--- src/hw/bsas_pkg.sv ---
package bsas_pkg;
    // Operation select: add or subtract.
    typedef enum logic {
        BSAS_OP_ADD,
        BSAS_OP_SUB
    } bsas_op_e;

    typedef enum logic [1:0] {
        BSAS_ST_IDLE,
        BSAS_ST_RUN,
        BSAS_ST_DONE
    } bsas_state_e;

    localparam int BSAS_WIDTH_DEF = 16;
    localparam logic BSAS_CARRY_RST = 1'h0;
    localparam int BSAS_BUF_DEPTH = 2;

    // Request word layout; not used, as bsas_top buffers its own req_t.
    typedef struct packed {
        logic [BSAS_WIDTH_DEF-1:0] opa;
        logic [BSAS_WIDTH_DEF-1:0] opb;
        bsas_op_e op;
        logic use_acc;
    } bsas_req_s;
endpackage

--- src/hw/bsas_top.sv ---
// Summary of operation
// - Operands shift out LSB first, one per clock.
// - Result shifts LSB first into output register.
// - Option, one-bit mode only: operand A register holds the result.
// - One-bit unit: full adder plus carry flop.
// - Carry flop cleared before every operation.
// - Each clock: sum bit out, carry stored.
// - One-bit mode takes WIDTH clocks.
// - Two-bit mode: separate odd/even operand registers.
// - Two-bit mode: two result bits, half clocks.
// - Two-bit mode: parallel sums, one carry stored.
// - Two-bit subtract: invert A in, result out.
// - Two-bit carry cleared for add and subtract.
// - Accumulator: result feeds next operation as A.
// - Parallel form: LSB carry input held zero.
`timescale 1ns/10ps
`default_nettype none
module bsas_top #(
    parameter int WIDTH = bsas_pkg::BSAS_WIDTH_DEF,
    parameter bit TWO_BIT = 1'b0,
    parameter bit SHARED_RESULT = 1'b0
) (
    input wire logic ref_clk_i, // Clock, 125 MHz.
    input wire logic srst_i, // Synchronous reset, active high.
    input wire logic start_i, // Request valid.
    output logic start_ready_o, // Buffer can take a request.
    input wire logic [WIDTH-1:0] opa_i, // Operand A.
    input wire logic [WIDTH-1:0] opb_i, // Operand B.
    input wire logic sub_i, // High selects A minus B.
    input wire logic use_acc_i, // Take A from the last result.
    output logic done_o, // One-cycle result valid.
    output logic [WIDTH-1:0] result_o, // Result word.
    output logic carry_o, // Final carry or borrow.
    output logic [WIDTH-1:0] par_sum_o // Parallel ripple sum.
);
    localparam int STEPS = TWO_BIT ? WIDTH / 2 : WIDTH;
    localparam int HW = (WIDTH + 1) / 2;
    localparam int CW = $clog2(STEPS + 1);

    initial begin
        if (TWO_BIT && (WIDTH % 2 != 0)) begin
            $error("WIDTH must be even in two-bit mode");
        end
    end

    typedef struct packed {
        logic [WIDTH-1:0] opa;
        logic [WIDTH-1:0] opb;
        logic sub;
        logic use_acc;
    } req_t;

    typedef struct packed {
        req_t [1:0] slot;
        logic [1:0] cnt;
        logic wr_ptr;
        logic rd_ptr;
        bsas_pkg::bsas_state_e st;
        logic [WIDTH-1:0] sa;
        logic [WIDTH-1:0] sb;
        logic [HW-1:0] ae;
        logic [HW-1:0] ao;
        logic [HW-1:0] be;
        logic [HW-1:0] bo;
        logic [WIDTH-1:0] res;
        logic [HW-1:0] re;
        logic [HW-1:0] ro;
        logic carry;
        logic sub;
        logic [CW-1:0] steps;
        logic done;
        logic [WIDTH-1:0] acc;
        logic [WIDTH-1:0] out;
        logic cout;
        logic [WIDTH-1:0] psum;
    } state_t;

    state_t s_reg;
    state_t s_next;
    req_t head;
    req_t wreq;
    logic push;
    logic pop;
    logic [WIDTH:0] rc;
    logic [WIDTH-1:0] a_ld;
    logic [WIDTH-1:0] word;
    logic fa_s;
    logic fa_c;
    logic ta;
    logic s0;
    logic s1;
    logic c0;
    logic c1;
    logic [WIDTH-1:0] psum_w;

    // Parallel ripple-carry form built by replicating the one-bit cell.
    // The carry flop is dropped and each carry feeds the next stage, so
    // the settling time grows with the width; it is registered before use.
    // The cell adds the last result to the accumulator, or subtracts the
    // accumulator from the last result when the last operation was a subtract.
    assign rc[0] = 1'b0;
    for (genvar i = 0; i < WIDTH; i++) begin : g_ripple
        logic ai;
        assign ai = s_reg.out[i] ^ s_reg.sub;
        assign psum_w[i] = s_reg.out[i] ^ s_reg.acc[i] ^ rc[i];
        assign rc[i+1] = (ai & s_reg.acc[i]) | (ai & rc[i])
            | (s_reg.acc[i] & rc[i]);
    end

    // Requests pass a two-entry buffer so that a request offered while the
    // engine is busy is not lost; the engine pops only when it is idle.
    // The serial engine loads, runs for STEPS clocks and then spends one
    // clock copying the finished word to the output registers.
    always_comb begin
        head = s_reg.slot[s_reg.rd_ptr];
        wreq.opa = opa_i;
        wreq.opb = opb_i;
        wreq.sub = sub_i;
        wreq.use_acc = use_acc_i;
        push = start_i && (s_reg.cnt != 2'h2);
        pop = (s_reg.cnt != 2'h0) && (s_reg.st == bsas_pkg::BSAS_ST_IDLE);
        a_ld = head.use_acc ? s_reg.acc : head.opa;
        // One-bit cell: A is inverted into the carry path only on subtract.
        fa_s = s_reg.sa[0] ^ s_reg.sb[0] ^ s_reg.carry;
        ta = s_reg.sa[0] ^ s_reg.sub;
        fa_c = (ta & s_reg.sb[0]) | (ta & s_reg.carry)
            | (s_reg.sb[0] & s_reg.carry);
        // Two-bit adder: both sums in parallel, one carry kept.
        s0 = s_reg.ae[0] ^ s_reg.be[0] ^ s_reg.carry;
        c0 = (s_reg.ae[0] & s_reg.be[0]) | (s_reg.ae[0] & s_reg.carry)
            | (s_reg.be[0] & s_reg.carry);
        s1 = s_reg.ao[0] ^ s_reg.bo[0] ^ c0;
        c1 = (s_reg.ao[0] & s_reg.bo[0]) | (s_reg.ao[0] & c0)
            | (s_reg.bo[0] & c0);
        word = SHARED_RESULT ? s_reg.sa : s_reg.res;
        if (TWO_BIT) begin
            for (int k = 0; k < HW; k++) begin
                word[2*k] = s_reg.re[k];
                if (2*k+1 < WIDTH) begin
                    word[2*k+1] = s_reg.ro[k];
                end
            end
        end
        s_next.slot = s_reg.slot;
        s_next.cnt = s_reg.cnt;
        s_next.wr_ptr = s_reg.wr_ptr;
        s_next.rd_ptr = s_reg.rd_ptr;
        s_next.st = s_reg.st;
        s_next.sa = s_reg.sa;
        s_next.sb = s_reg.sb;
        s_next.ae = s_reg.ae;
        s_next.ao = s_reg.ao;
        s_next.be = s_reg.be;
        s_next.bo = s_reg.bo;
        s_next.res = s_reg.res;
        s_next.re = s_reg.re;
        s_next.ro = s_reg.ro;
        s_next.carry = s_reg.carry;
        s_next.sub = s_reg.sub;
        s_next.steps = s_reg.steps;
        s_next.done = 1'b0;
        s_next.acc = s_reg.acc;
        s_next.out = s_reg.out;
        s_next.cout = s_reg.cout;
        s_next.psum = psum_w;
        if (push) begin
            s_next.slot[s_reg.wr_ptr] = wreq;
            s_next.wr_ptr = ~s_reg.wr_ptr;
        end
        case (s_reg.st)
            bsas_pkg::BSAS_ST_IDLE: begin
                if (pop) begin
                    s_next.rd_ptr = ~s_reg.rd_ptr;
                    s_next.sub = head.sub;
                    s_next.carry = bsas_pkg::BSAS_CARRY_RST;
                    s_next.sa = a_ld;
                    s_next.sb = head.opb;
                    s_next.steps = CW'(STEPS);
                    for (int k = 0; k < HW; k++) begin
                        // Subtract on the adder-only unit inverts A on load.
                        s_next.ae[k] = a_ld[2*k] ^ head.sub;
                        s_next.be[k] = head.opb[2*k];
                        s_next.ao[k] = (2*k+1 < WIDTH) ?
                            (a_ld[(2*k+1) % WIDTH] ^ head.sub) : 1'b0;
                        s_next.bo[k] = (2*k+1 < WIDTH) ?
                            head.opb[(2*k+1) % WIDTH] : 1'b0;
                    end
                    s_next.st = bsas_pkg::BSAS_ST_RUN;
                end
            end
            bsas_pkg::BSAS_ST_RUN: begin
                if (TWO_BIT) begin
                    s_next.ae = s_reg.ae >> 1;
                    s_next.ao = s_reg.ao >> 1;
                    s_next.be = s_reg.be >> 1;
                    s_next.bo = s_reg.bo >> 1;
                    // Result bits inverted on entry when subtracting.
                    s_next.re = {s0 ^ s_reg.sub, s_reg.re[HW-1:1]};
                    s_next.ro = {s1 ^ s_reg.sub, s_reg.ro[HW-1:1]};
                    s_next.carry = c1;
                end else begin
                    s_next.sb = s_reg.sb >> 1;
                    if (SHARED_RESULT) begin
                        s_next.sa = {fa_s, s_reg.sa[WIDTH-1:1]};
                    end else begin
                        s_next.sa = s_reg.sa >> 1;
                        s_next.res = {fa_s, s_reg.res[WIDTH-1:1]};
                    end
                    s_next.carry = fa_c;
                end
                s_next.steps = s_reg.steps - CW'(1);
                if (s_reg.steps == CW'(1)) begin
                    s_next.st = bsas_pkg::BSAS_ST_DONE;
                end
            end
            bsas_pkg::BSAS_ST_DONE: begin
                s_next.out = word;
                s_next.acc = word;
                s_next.cout = s_reg.carry;
                s_next.done = 1'b1;
                s_next.st = bsas_pkg::BSAS_ST_IDLE;
            end
            default: begin
                s_next.st = bsas_pkg::BSAS_ST_IDLE;
            end
        endcase
        s_next.cnt = s_reg.cnt + {1'b0, push} - {1'b0, pop};
    end

    always_ff @(posedge ref_clk_i) begin
        if (srst_i) begin
            s_reg <= '0;
        end else begin
            s_reg <= s_next;
        end
    end

    assign start_ready_o = (s_reg.cnt != 2'h2);
    assign done_o = s_reg.done;
    assign result_o = s_reg.out;
    assign carry_o = s_reg.cout;
    assign par_sum_o = s_reg.psum;

    logic [7:0] run_len;
    always_ff @(posedge ref_clk_i) begin
        if (srst_i || s_reg.st != bsas_pkg::BSAS_ST_RUN) begin
            run_len <= 8'h00;
        end else begin
            run_len <= run_len + 8'h01;
        end
    end

    carry_clear_a: assert property (@(posedge ref_clk_i) disable iff (srst_i)
        (s_reg.st == bsas_pkg::BSAS_ST_IDLE && pop) |=> !s_reg.carry)
        else $error("carry not cleared at load");
    run_length_a: assert property (@(posedge ref_clk_i) disable iff (srst_i)
        (s_reg.st == bsas_pkg::BSAS_ST_RUN && $past(s_reg.st)
        == bsas_pkg::BSAS_ST_IDLE) |-> ##(STEPS) s_reg.st
        == bsas_pkg::BSAS_ST_DONE)
        else $error("run length wrong");
    done_pulse_a: assert property (@(posedge ref_clk_i) disable iff (srst_i)
        done_o |=> !done_o)
        else $error("done longer than one cycle");
    done_after_a: assert property (@(posedge ref_clk_i) disable iff (srst_i)
        done_o |-> $past(s_reg.st) == bsas_pkg::BSAS_ST_DONE)
        else $error("done without completion");
    run_bound_a: assert property (@(posedge ref_clk_i) disable iff (srst_i)
        run_len <= 8'(STEPS))
        else $error("run too long");
    acc_track_a: assert property (@(posedge ref_clk_i) disable iff (srst_i)
        done_o |-> s_reg.acc == result_o)
        else $error("accumulator not updated");
    ripple_zero_a: assert property (@(posedge ref_clk_i) disable iff (srst_i)
        (s_reg.acc == '0 && !s_reg.sub) |=> par_sum_o == $past(s_reg.out))
        else $error("ripple carry in not zero");
    buf_full_a: assert property (@(posedge ref_clk_i) disable iff (srst_i)
        s_reg.cnt <= 2'h2)
        else $error("buffer overfilled");

    // A load always starts the step counter at the full step count.
    steps_load_a: assert property (@(posedge ref_clk_i) disable iff (srst_i)
        (s_reg.st == bsas_pkg::BSAS_ST_IDLE && pop)
        |=> s_reg.steps == CW'(STEPS))
        else $error("step counter not loaded");

    // The step counter falls by one on every run clock.
    steps_count_a: assert property (@(posedge ref_clk_i) disable iff (srst_i)
        (s_reg.st == bsas_pkg::BSAS_ST_RUN && s_reg.steps != CW'(1))
        |=> s_reg.steps == $past(s_reg.steps) - CW'(1))
        else $error("step counter skipped");

    // The operation select is latched from the buffer head at load.
    sub_latch_a: assert property (@(posedge ref_clk_i) disable iff (srst_i)
        (s_reg.st == bsas_pkg::BSAS_ST_IDLE && pop)
        |=> s_reg.sub == $past(head.sub))
        else $error("operation select not latched");

    // Every accepted request advances the write pointer.
    push_ptr_a: assert property (@(posedge ref_clk_i) disable iff (srst_i)
        push |=> s_reg.wr_ptr != $past(s_reg.wr_ptr))
        else $error("write pointer stuck");

    // The done pulse leaves the engine idle and ready for the next load.
    done_idle_a: assert property (@(posedge ref_clk_i) disable iff (srst_i)
        done_o |-> s_reg.st == bsas_pkg::BSAS_ST_IDLE)
        else $error("done while busy");

    // An idle engine with nothing to load keeps its carry.
    idle_carry_a: assert property (@(posedge ref_clk_i) disable iff (srst_i)
        (s_reg.st == bsas_pkg::BSAS_ST_IDLE && !pop)
        |=> s_reg.carry == $past(s_reg.carry))
        else $error("carry changed while idle");

    // One-bit mode presents operand B one bit per clock, LSB first.
    shift_b_a: assert property (@(posedge ref_clk_i) disable iff (srst_i)
        (!TWO_BIT && s_reg.st == bsas_pkg::BSAS_ST_RUN)
        |=> s_reg.sb == ($past(s_reg.sb) >> 1))
        else $error("operand B not shifted");

    // Two-bit mode shifts the even and odd registers together.
    shift_pair_a: assert property (@(posedge ref_clk_i) disable iff (srst_i)
        (TWO_BIT && s_reg.st == bsas_pkg::BSAS_ST_RUN)
        |=> s_reg.ae == ($past(s_reg.ae) >> 1)
        && s_reg.bo == ($past(s_reg.bo) >> 1))
        else $error("operand pair not shifted");

    // Each sum bit enters the top of the result register.
    res_entry_a: assert property (@(posedge ref_clk_i) disable iff (srst_i)
        (!TWO_BIT && !SHARED_RESULT && s_reg.st == bsas_pkg::BSAS_ST_RUN)
        |=> s_reg.res[WIDTH-1] == $past(fa_s))
        else $error("sum bit lost");

    // One-bit mode stores the cell's carry for the next bit.
    carry_store_a: assert property (@(posedge ref_clk_i) disable iff (srst_i)
        (!TWO_BIT && s_reg.st == bsas_pkg::BSAS_ST_RUN)
        |=> s_reg.carry == $past(fa_c))
        else $error("carry not stored");

    // Two-bit mode stores only the carry of the upper bit.
    pair_carry_a: assert property (@(posedge ref_clk_i) disable iff (srst_i)
        (TWO_BIT && s_reg.st == bsas_pkg::BSAS_ST_RUN)
        |=> s_reg.carry == $past(c1))
        else $error("pair carry not stored");

    // The result word holds between completions.
    out_hold_a: assert property (@(posedge ref_clk_i) disable iff (srst_i)
        (s_reg.st != bsas_pkg::BSAS_ST_DONE) |=> $stable(result_o))
        else $error("result changed without done");
endmodule
`default_nettype wire

--- config.mk ---
export PLATFORM = sky130hd
export DESIGN_NAME = bsas_top
export DESIGN_NICKNAME = d
export VERILOG_FILES = /design/src/hw/bsas_pkg.sv /design/src/hw/bsas_top.sv
export SDC_FILE = /design/constraint.sdc
export NUM_CORES = 1
export LEC_CHECK = 0
export BUFFER_PORTS_ARGS = -buffer_cell sky130_fd_sc_hd__buf_4
export CAP_MARGIN = 0
export CORE_MARGIN = 1
export CORE_UTILIZATION = 58
export CTS_BUF_LIST = sky130_fd_sc_hd__clkbuf_16
export DETAILED_ROUTE_END_ITERATION = 12
export PLACE_DENSITY = 0.79
export SLEW_MARGIN = 40
export SYNTH_ARGS = -nofsm -noshare
export SYNTH_HDL_FRONTEND = slang
export SYNTH_SLANG_ARGS = --single-unit
--- constraint.sdc ---
create_clock -name ref_clk_i -period 2.1 [get_ports ref_clk_i]
set_input_delay 0.21 -clock ref_clk_i [delete_from_list [all_inputs] [get_ports ref_clk_i]]
set_output_delay 0.21 -clock ref_clk_i [all_outputs]
set_load 0.05 [all_outputs]
**Word level (Yosys, flattened, before mapping)**

Index checks and enable logic that the tools add are counted.

- Bits of input ports: 37
- Logic and storage cells: 173
- Flip-flop bits (word level): 194
- Output and inout port bits: 35

- Bitwise gates (word level): 112
- Order comparisons: 3
- $add $sub $neg: 3
- Reduce and logical (&&, ||, !) cells: 9
- Equality and inequality tests: 6
- Muxes and demuxes: 14

Operators by type and width:

| kind | number |
|---|---|
| 34-bit two-way mux | 4 |
| 68-bit bitwise mux | 1 |
| 66-bit two-way mux | 1 |
| 32-bit one-hot mux with 2 select lines | 1 |
| 1-bit bitwise AND | 46 |
| 34-bit demux with 1-bit select | 1 |
| 1-bit bitwise XOR | 34 |
| 1-bit OR | 30 |
| 16-bit two-way mux | 1 |
| 5-bit one-hot mux with 2 select lines | 1 |
| 7-bit two-way mux | 1 |
| 2-bit inequality test (second input constant) | 3 |
| 2-bit AND reduction | 3 |
| 5-bit by 1-bit equality test with 1-bit output (second input constant) | 1 |
| 5-bit by 1-bit subtractor with 5-bit output (second input constant) | 1 |
| 1-bit by 2-bit less-than comparator with 1-bit output (second input constant) | 2 |
| 2-bit one-hot mux with 2 select lines | 1 |
| 2-bit nonzero test | 2 |
| 1-bit logical AND | 3 |
| 2-bit by 1-bit adder with 2-bit output | 1 |
| 2-bit by 1-bit equality test with 1-bit output (second input constant) | 1 |
| 2-bit equality test (second input constant) | 1 |
| 2-bit zero test | 1 |
| 2-bit two-way mux | 1 |
| 4 further kinds | 5 |

**Logic depth before layout (Yosys ltp)**

- Word-level depth: 44
- Mapped depth: 10

**Worst setup path after synthesis**

No wires, ideal clock.

- Path kind: register -> register
- Start point: register s_reg[158] (netlist name)
- End point: register s_reg[158] (netlist name)
- Period minus slack after synthesis: 1888 ps
- Library setup time: 128 ps
- Cell stages (with the launch flop): 11
- Required time: 1972 ps
- Slack: 212 ps
- Data arrival time: 1761 ps
- Cells stage by stage: dfxtp_1 -> nor2_1 -> or3_4 -> inv_2 -> buf_6 -> ha_1 -> inv_1 -> ha_1 -> xor2_1 -> xnor2_1 -> nor2_1

- Cells in the longest elaborated chain, start to end: 4
- Elaborated cells between the ends (all ways): 6

Ends and longest elaborated chain:

| item | line | source |
|---|---|---|
| start, declared | bsas_top.sv:78 | `state_t s_reg;` |
| start signal, assigned | bsas_top.sv:234 | `s_reg <= s_next;` |
| 2-bit inequality test | bsas_top.sv:120 | `push = start_i && (s_reg.cnt != 2'h2);` |
| 1-bit logical AND | bsas_top.sv:120 |  |
| 2-bit by 1-bit adder with 2-bit output | bsas_top.sv:227 | `s_next.cnt = s_reg.cnt + {1'b0, push} - {1'b0, pop};` |
| 2-bit by 1-bit subtractor with 2-bit output * | bsas_top.sv:227 |  |

Every way passes the cells marked *; elsewhere a longest branch is shown, timed or not.
A chain may end at the register's enable or synchronous reset.

**Worst setup path in the final report**

Same ends and word-level chain as after synthesis.

==> tab_implementation.tex <==
\begin{tabular}{lr}
\hline
Metric & Value \\
\hline
\multicolumn{2}{l}{\textbf{Floorplanning}} \\
\quad Die Footprint & 0.01188 mm² \\
\quad Starting Density & 0.6048 \\
\quad Core area & 0.01098 mm² \\
\quad Top-level port count & 72 \\
\quad Die extent in x & 109.0 µm \\
\quad Floorplan row count & 38 \\
\quad Die height & 109.0 µm \\
\multicolumn{2}{l}{\textbf{STA}} \\
\quad RSZ-0062 raised after global routing & false \\
\quad Part of the cycle the worst path needs & 0.8681 \\
\quad Clock Skews & 0.007598 ns \\
\quad Max transition margin & 0.5476 \\
\quad Measured slew at the worst slew-check pin & just under 0.7 ns \\
\quad Final Hold Violating Endpoints & 0 \\
\quad Max-slew violations & 0 \\
\quad Minimum clock period after layout & 1.823 ns \\
\quad Sum of negative setup slack & 0 ns \\
\quad Timing-limited maximum frequency & 548.5 MHz \\
\quad Final-report setup violation count & 0 \\
\multicolumn{2}{l}{\textbf{Setup path}} \\
\quad Critical path arrival & 2.12 ns \\
\quad Element type at the critical path end & flip-flop \\
\quad Number of cells on the worst reg-to-reg path & 9 \\
\quad Critical Setup Path Class & flip-flop to flip-flop \\
\quad Startpoint type of the worst setup path & flip-flop \\
\quad Critical-path maximum fanout & 5 \\
\quad Required time reported for the critical path endpoint & around 2.4 ns \\
\multicolumn{2}{l}{\textbf{Power}} \\
\quad Share of total power in sequential cells & 0.405 \\
\quad Switching fraction of total power & 0.2953 \\
\quad Pwr dens & 1158 mW/mm² \\
\quad Switching pwr & around 2600 µW \\
\quad Peak VDD IR & 840.6 µV \\
\quad Cell-internal power & just over 6000 µW \\
\quad Static power due to leakage & 0.002899 µW \\
\quad Combinational cell fraction of total power & 0.209 \\
\quad Share of total power in the clock network & 0.386 \\
\multicolumn{2}{l}{\textbf{Synth}} \\
\quad Warnings from Yosys & 0 \\
\quad Cells after synthesis & 782 \\
\quad Sequential fraction of the synthesis area & 0.4882 \\
\quad Synth Register Bits & 162 \\
\quad Number of distinct library cells after synthesis & 42 \\
\quad Avg Cell Area, Syn & 8.494 µm² \\
\quad Cell area after technology mapping & 0.006643 mm² \\
\quad Ys flop type & sky130\_fd\_sc\_hd\_\_dfxtp\_1 \\
\quad Fraction of synthesis flops using an asynchronous set or reset pin & 0 \\
\quad Number of enable-type register cells in the synthesized netlist & 0 \\
\quad Synthesized netlist net count & 823 \\
\multicolumn{2}{l}{\textbf{Routing}} \\
\quad Sum of routed wire length over all layers & roughly 15000 µm \\
\quad Detailed-routing iteration count for the pre-antenna-repair pass & 6 \\
\quad Number of design rule violations left after detail routing & 0 \\
\quad Iteration-0 DRC count of the detailed router & approximately 420 \\
\quad Via density per instance & between 5 and 6 \\
\quad Detail Route Antenna Nets & 0 \\
\quad Average detailed-routed wire length per instance & 16.37 µm \\
\quad Detailed-route via count & 5430 \\
\multicolumn{2}{l}{\textbf{Place}} \\
\quad Routability Congestion & 0.7993 \\
\quad Total of buffers placed on input and output ports & 70 \\
\quad Final HPWL from detailed placement & approximately 9500 µm \\
\multicolumn{2}{l}{\textbf{Min path}} \\
\quad Path type of the worst min-delay path & input port to flip-flop \\
\quad Worst hold stages & 3 \\
\multicolumn{2}{l}{\textbf{Global route}} \\
\quad Maximum number of pins on one net before global-route repair & 107 \\
\quad Wire length of the first global-routing pass & around 25000 µm \\
\quad Combined global-route utilization of all metal layers & 0.2785 \\
\quad Number of antenna violations at the first check in global routing & 0 \\
\quad Via count of the first global-routing pass & 5254 \\
\quad Grt total ovfl & 0 \\
\multicolumn{2}{l}{\textbf{Finish}} \\
\quad Commonest non-fill, non-tap cell in the layout & sky130\_fd\_sc\_hd\_\_nand2\_1 \\
\quad Synth-to-Final Area Change & 15.09\% \\
\quad Number of flip-flops in the largest register & about 130 \\
\quad Commonest non-fill, non-tap cells in the layout & sky130\_fd\_sc\_hd\_\_nand2\_1, sky130\_fd\_sc\_hd\_\_dfxtp\_1, sky130\_fd\_sc\_hd\_\_a21oi\_1 \\
\quad Final core utilization & 0.6961 \\
\quad Share of final-layout standard cells stronger than drive strength 1 & 0.1863 \\
\quad Diodes inserted & 0 \\
\quad Final net count & about 830 \\
\multicolumn{2}{l}{\textbf{Clock tree}} \\
\quad Clk slew on worst S/H paths & 0.06 ns \\
\quad Skew-Pair Late Insertion Delay & about 0.43 ns \\
\quad Number of buffers on the longest clock path & 2 \\
\quad Hold-fix buffer count after cts & 0 \\
\quad Cts bufs inserted & 17 \\
\quad Clock tree from TritonCTS & yes \\
\quad Post-cts gate resize count & 0 \\
\quad Number of sinks on the clock net & 162 \\
\quad H-tree levels & 4 \\
\quad Root buffer cell & sky130\_fd\_sc\_hd\_\_clkbuf\_16 \\
\quad Buffers inserted by post-CTS timing repair & 0 \\
\multicolumn{2}{l}{\textbf{Run}} \\
\quad Max-cap violation count & 0 \\
\multicolumn{2}{l}{\textbf{Outcome}} \\
\quad Outcome & finished, final reports clean \\
\hline
\end{tabular}
-- metal layers --
layer / track usage / vias to the layer above / routed length [µm]
li1: - / 2634 / -
met1: 0.3091 / 2589 / 6248
met2: 0.4951 / 176 / 8086
met3: 0.06874 / 31 / 738
met4: 0.1342 / 0 / 399
met5: 0 / - / 0
-- final cells by class --
| type | count | area (µm²) |
|---|---|---|
| inverters | 4 | 15.01 |
| clock inverters | 14 | 221.5 |
| well taps | 140 | 175.2 |
| flip-flops and latches | 162 | 3244 |
| fillers | 835 | 3338 |
| repair buffers | 84 | 693.2 |
| multi-input cells | 524 | 2870 |
| clock buffers | 17 | 425.4 |
-- critical path, cell delays in order (launching register included) --
cell and delay, ns:
sky130_fd_sc_hd__dfxtp_1 0.38, sky130_fd_sc_hd__nor2_1 0.08, sky130_fd_sc_hd__or3_4 0.37, sky130_fd_sc_hd__inv_2 0.07
sky130_fd_sc_hd__ha_1 0.22, sky130_fd_sc_hd__inv_1 0.06, sky130_fd_sc_hd__ha_1 0.15, sky130_fd_sc_hd__xor2_1 0.17
sky130_fd_sc_hd__xnor2_1 0.14, sky130_fd_sc_hd__nor2_1 0.06
-- Yosys cell counts (15+ instances only) --
cell type | n | share of area
sky130_fd_sc_hd__o22ai_1 | 15 | 0.014
sky130_fd_sc_hd__a22oi_1 | 16 | 0.018
sky130_fd_sc_hd__mux2_2 | 31 | 0.053
sky130_fd_sc_hd__dfxtp_1 | 162 | 0.49
sky130_fd_sc_hd__a21oi_1 | 121 | 0.091
sky130_fd_sc_hd__buf_2 | 32 | 0.024
sky130_fd_sc_hd__mux2i_1 | 17 | 0.026
sky130_fd_sc_hd__nor2_1 | 43 | 0.024
sky130_fd_sc_hd__and2_1 | 15 | 0.014
sky130_fd_sc_hd__buf_4 | 33 | 0.037
sky130_fd_sc_hd__clkbuf_1 | 25 | 0.014
sky130_fd_sc_hd__nand2_1 | 206 | 0.12
sky130_fd_sc_hd__a222oi_1 | 15 | 0.023
-- power groups by stage --
stage	combinational, µW	clock (µW)	sequential, µW
floorplan	1450	0	3530
global placement	1760	0	3610
detailed placement	1810	0	3630
CTS	1840	3440	3570
global route	2040	3590	3610
finish	1850	3420	3580
-- cell families (layout without fill, tap and decap cells) --
logic type / count (synthesis) / in the layout / share of synthesized area
fa+ha+maj: 5 / 5 / 0.009042
simple gates: 288 / 288 / 0.1791
xor+xnor: 7 / 7 / 0.009230
flops: 162 / 162 / 0.4882
buf+inv: 96 / 119 / 0.08005
mux: 48 / 48 / 0.07817
other cells: 1 / 1 / 0.0005645
compound gates: 175 / 175 / 0.1556
-- per-stage QoR --
stage	cells	setup slack, ns	instance area (µm²)	total power (µW)	hold slack [ns]
finish	945	0.2770	7645	8852	0.03455
global placement	914	0.3194	6995	5369	0.4367
detailed placement	914	0.2834	6995	5444	0.4429
global route	945	0.1017	7645	9241	0.02895
floorplan	782	0.2119	6643	4976	0.3460
CTS	945	0.2711	7642	8847	0.02416
-- final timing paths --
path,startpoint,end,slack [ns]
max,s_reg[158],s_reg[158],0.28
min reg2reg,word[0],s_reg[33],0.45
max reg2reg,s_reg[158],s_reg[158],0.28
min,opa_i[4],s_reg[215],0.03
Power figures use the tool's default switching activity.
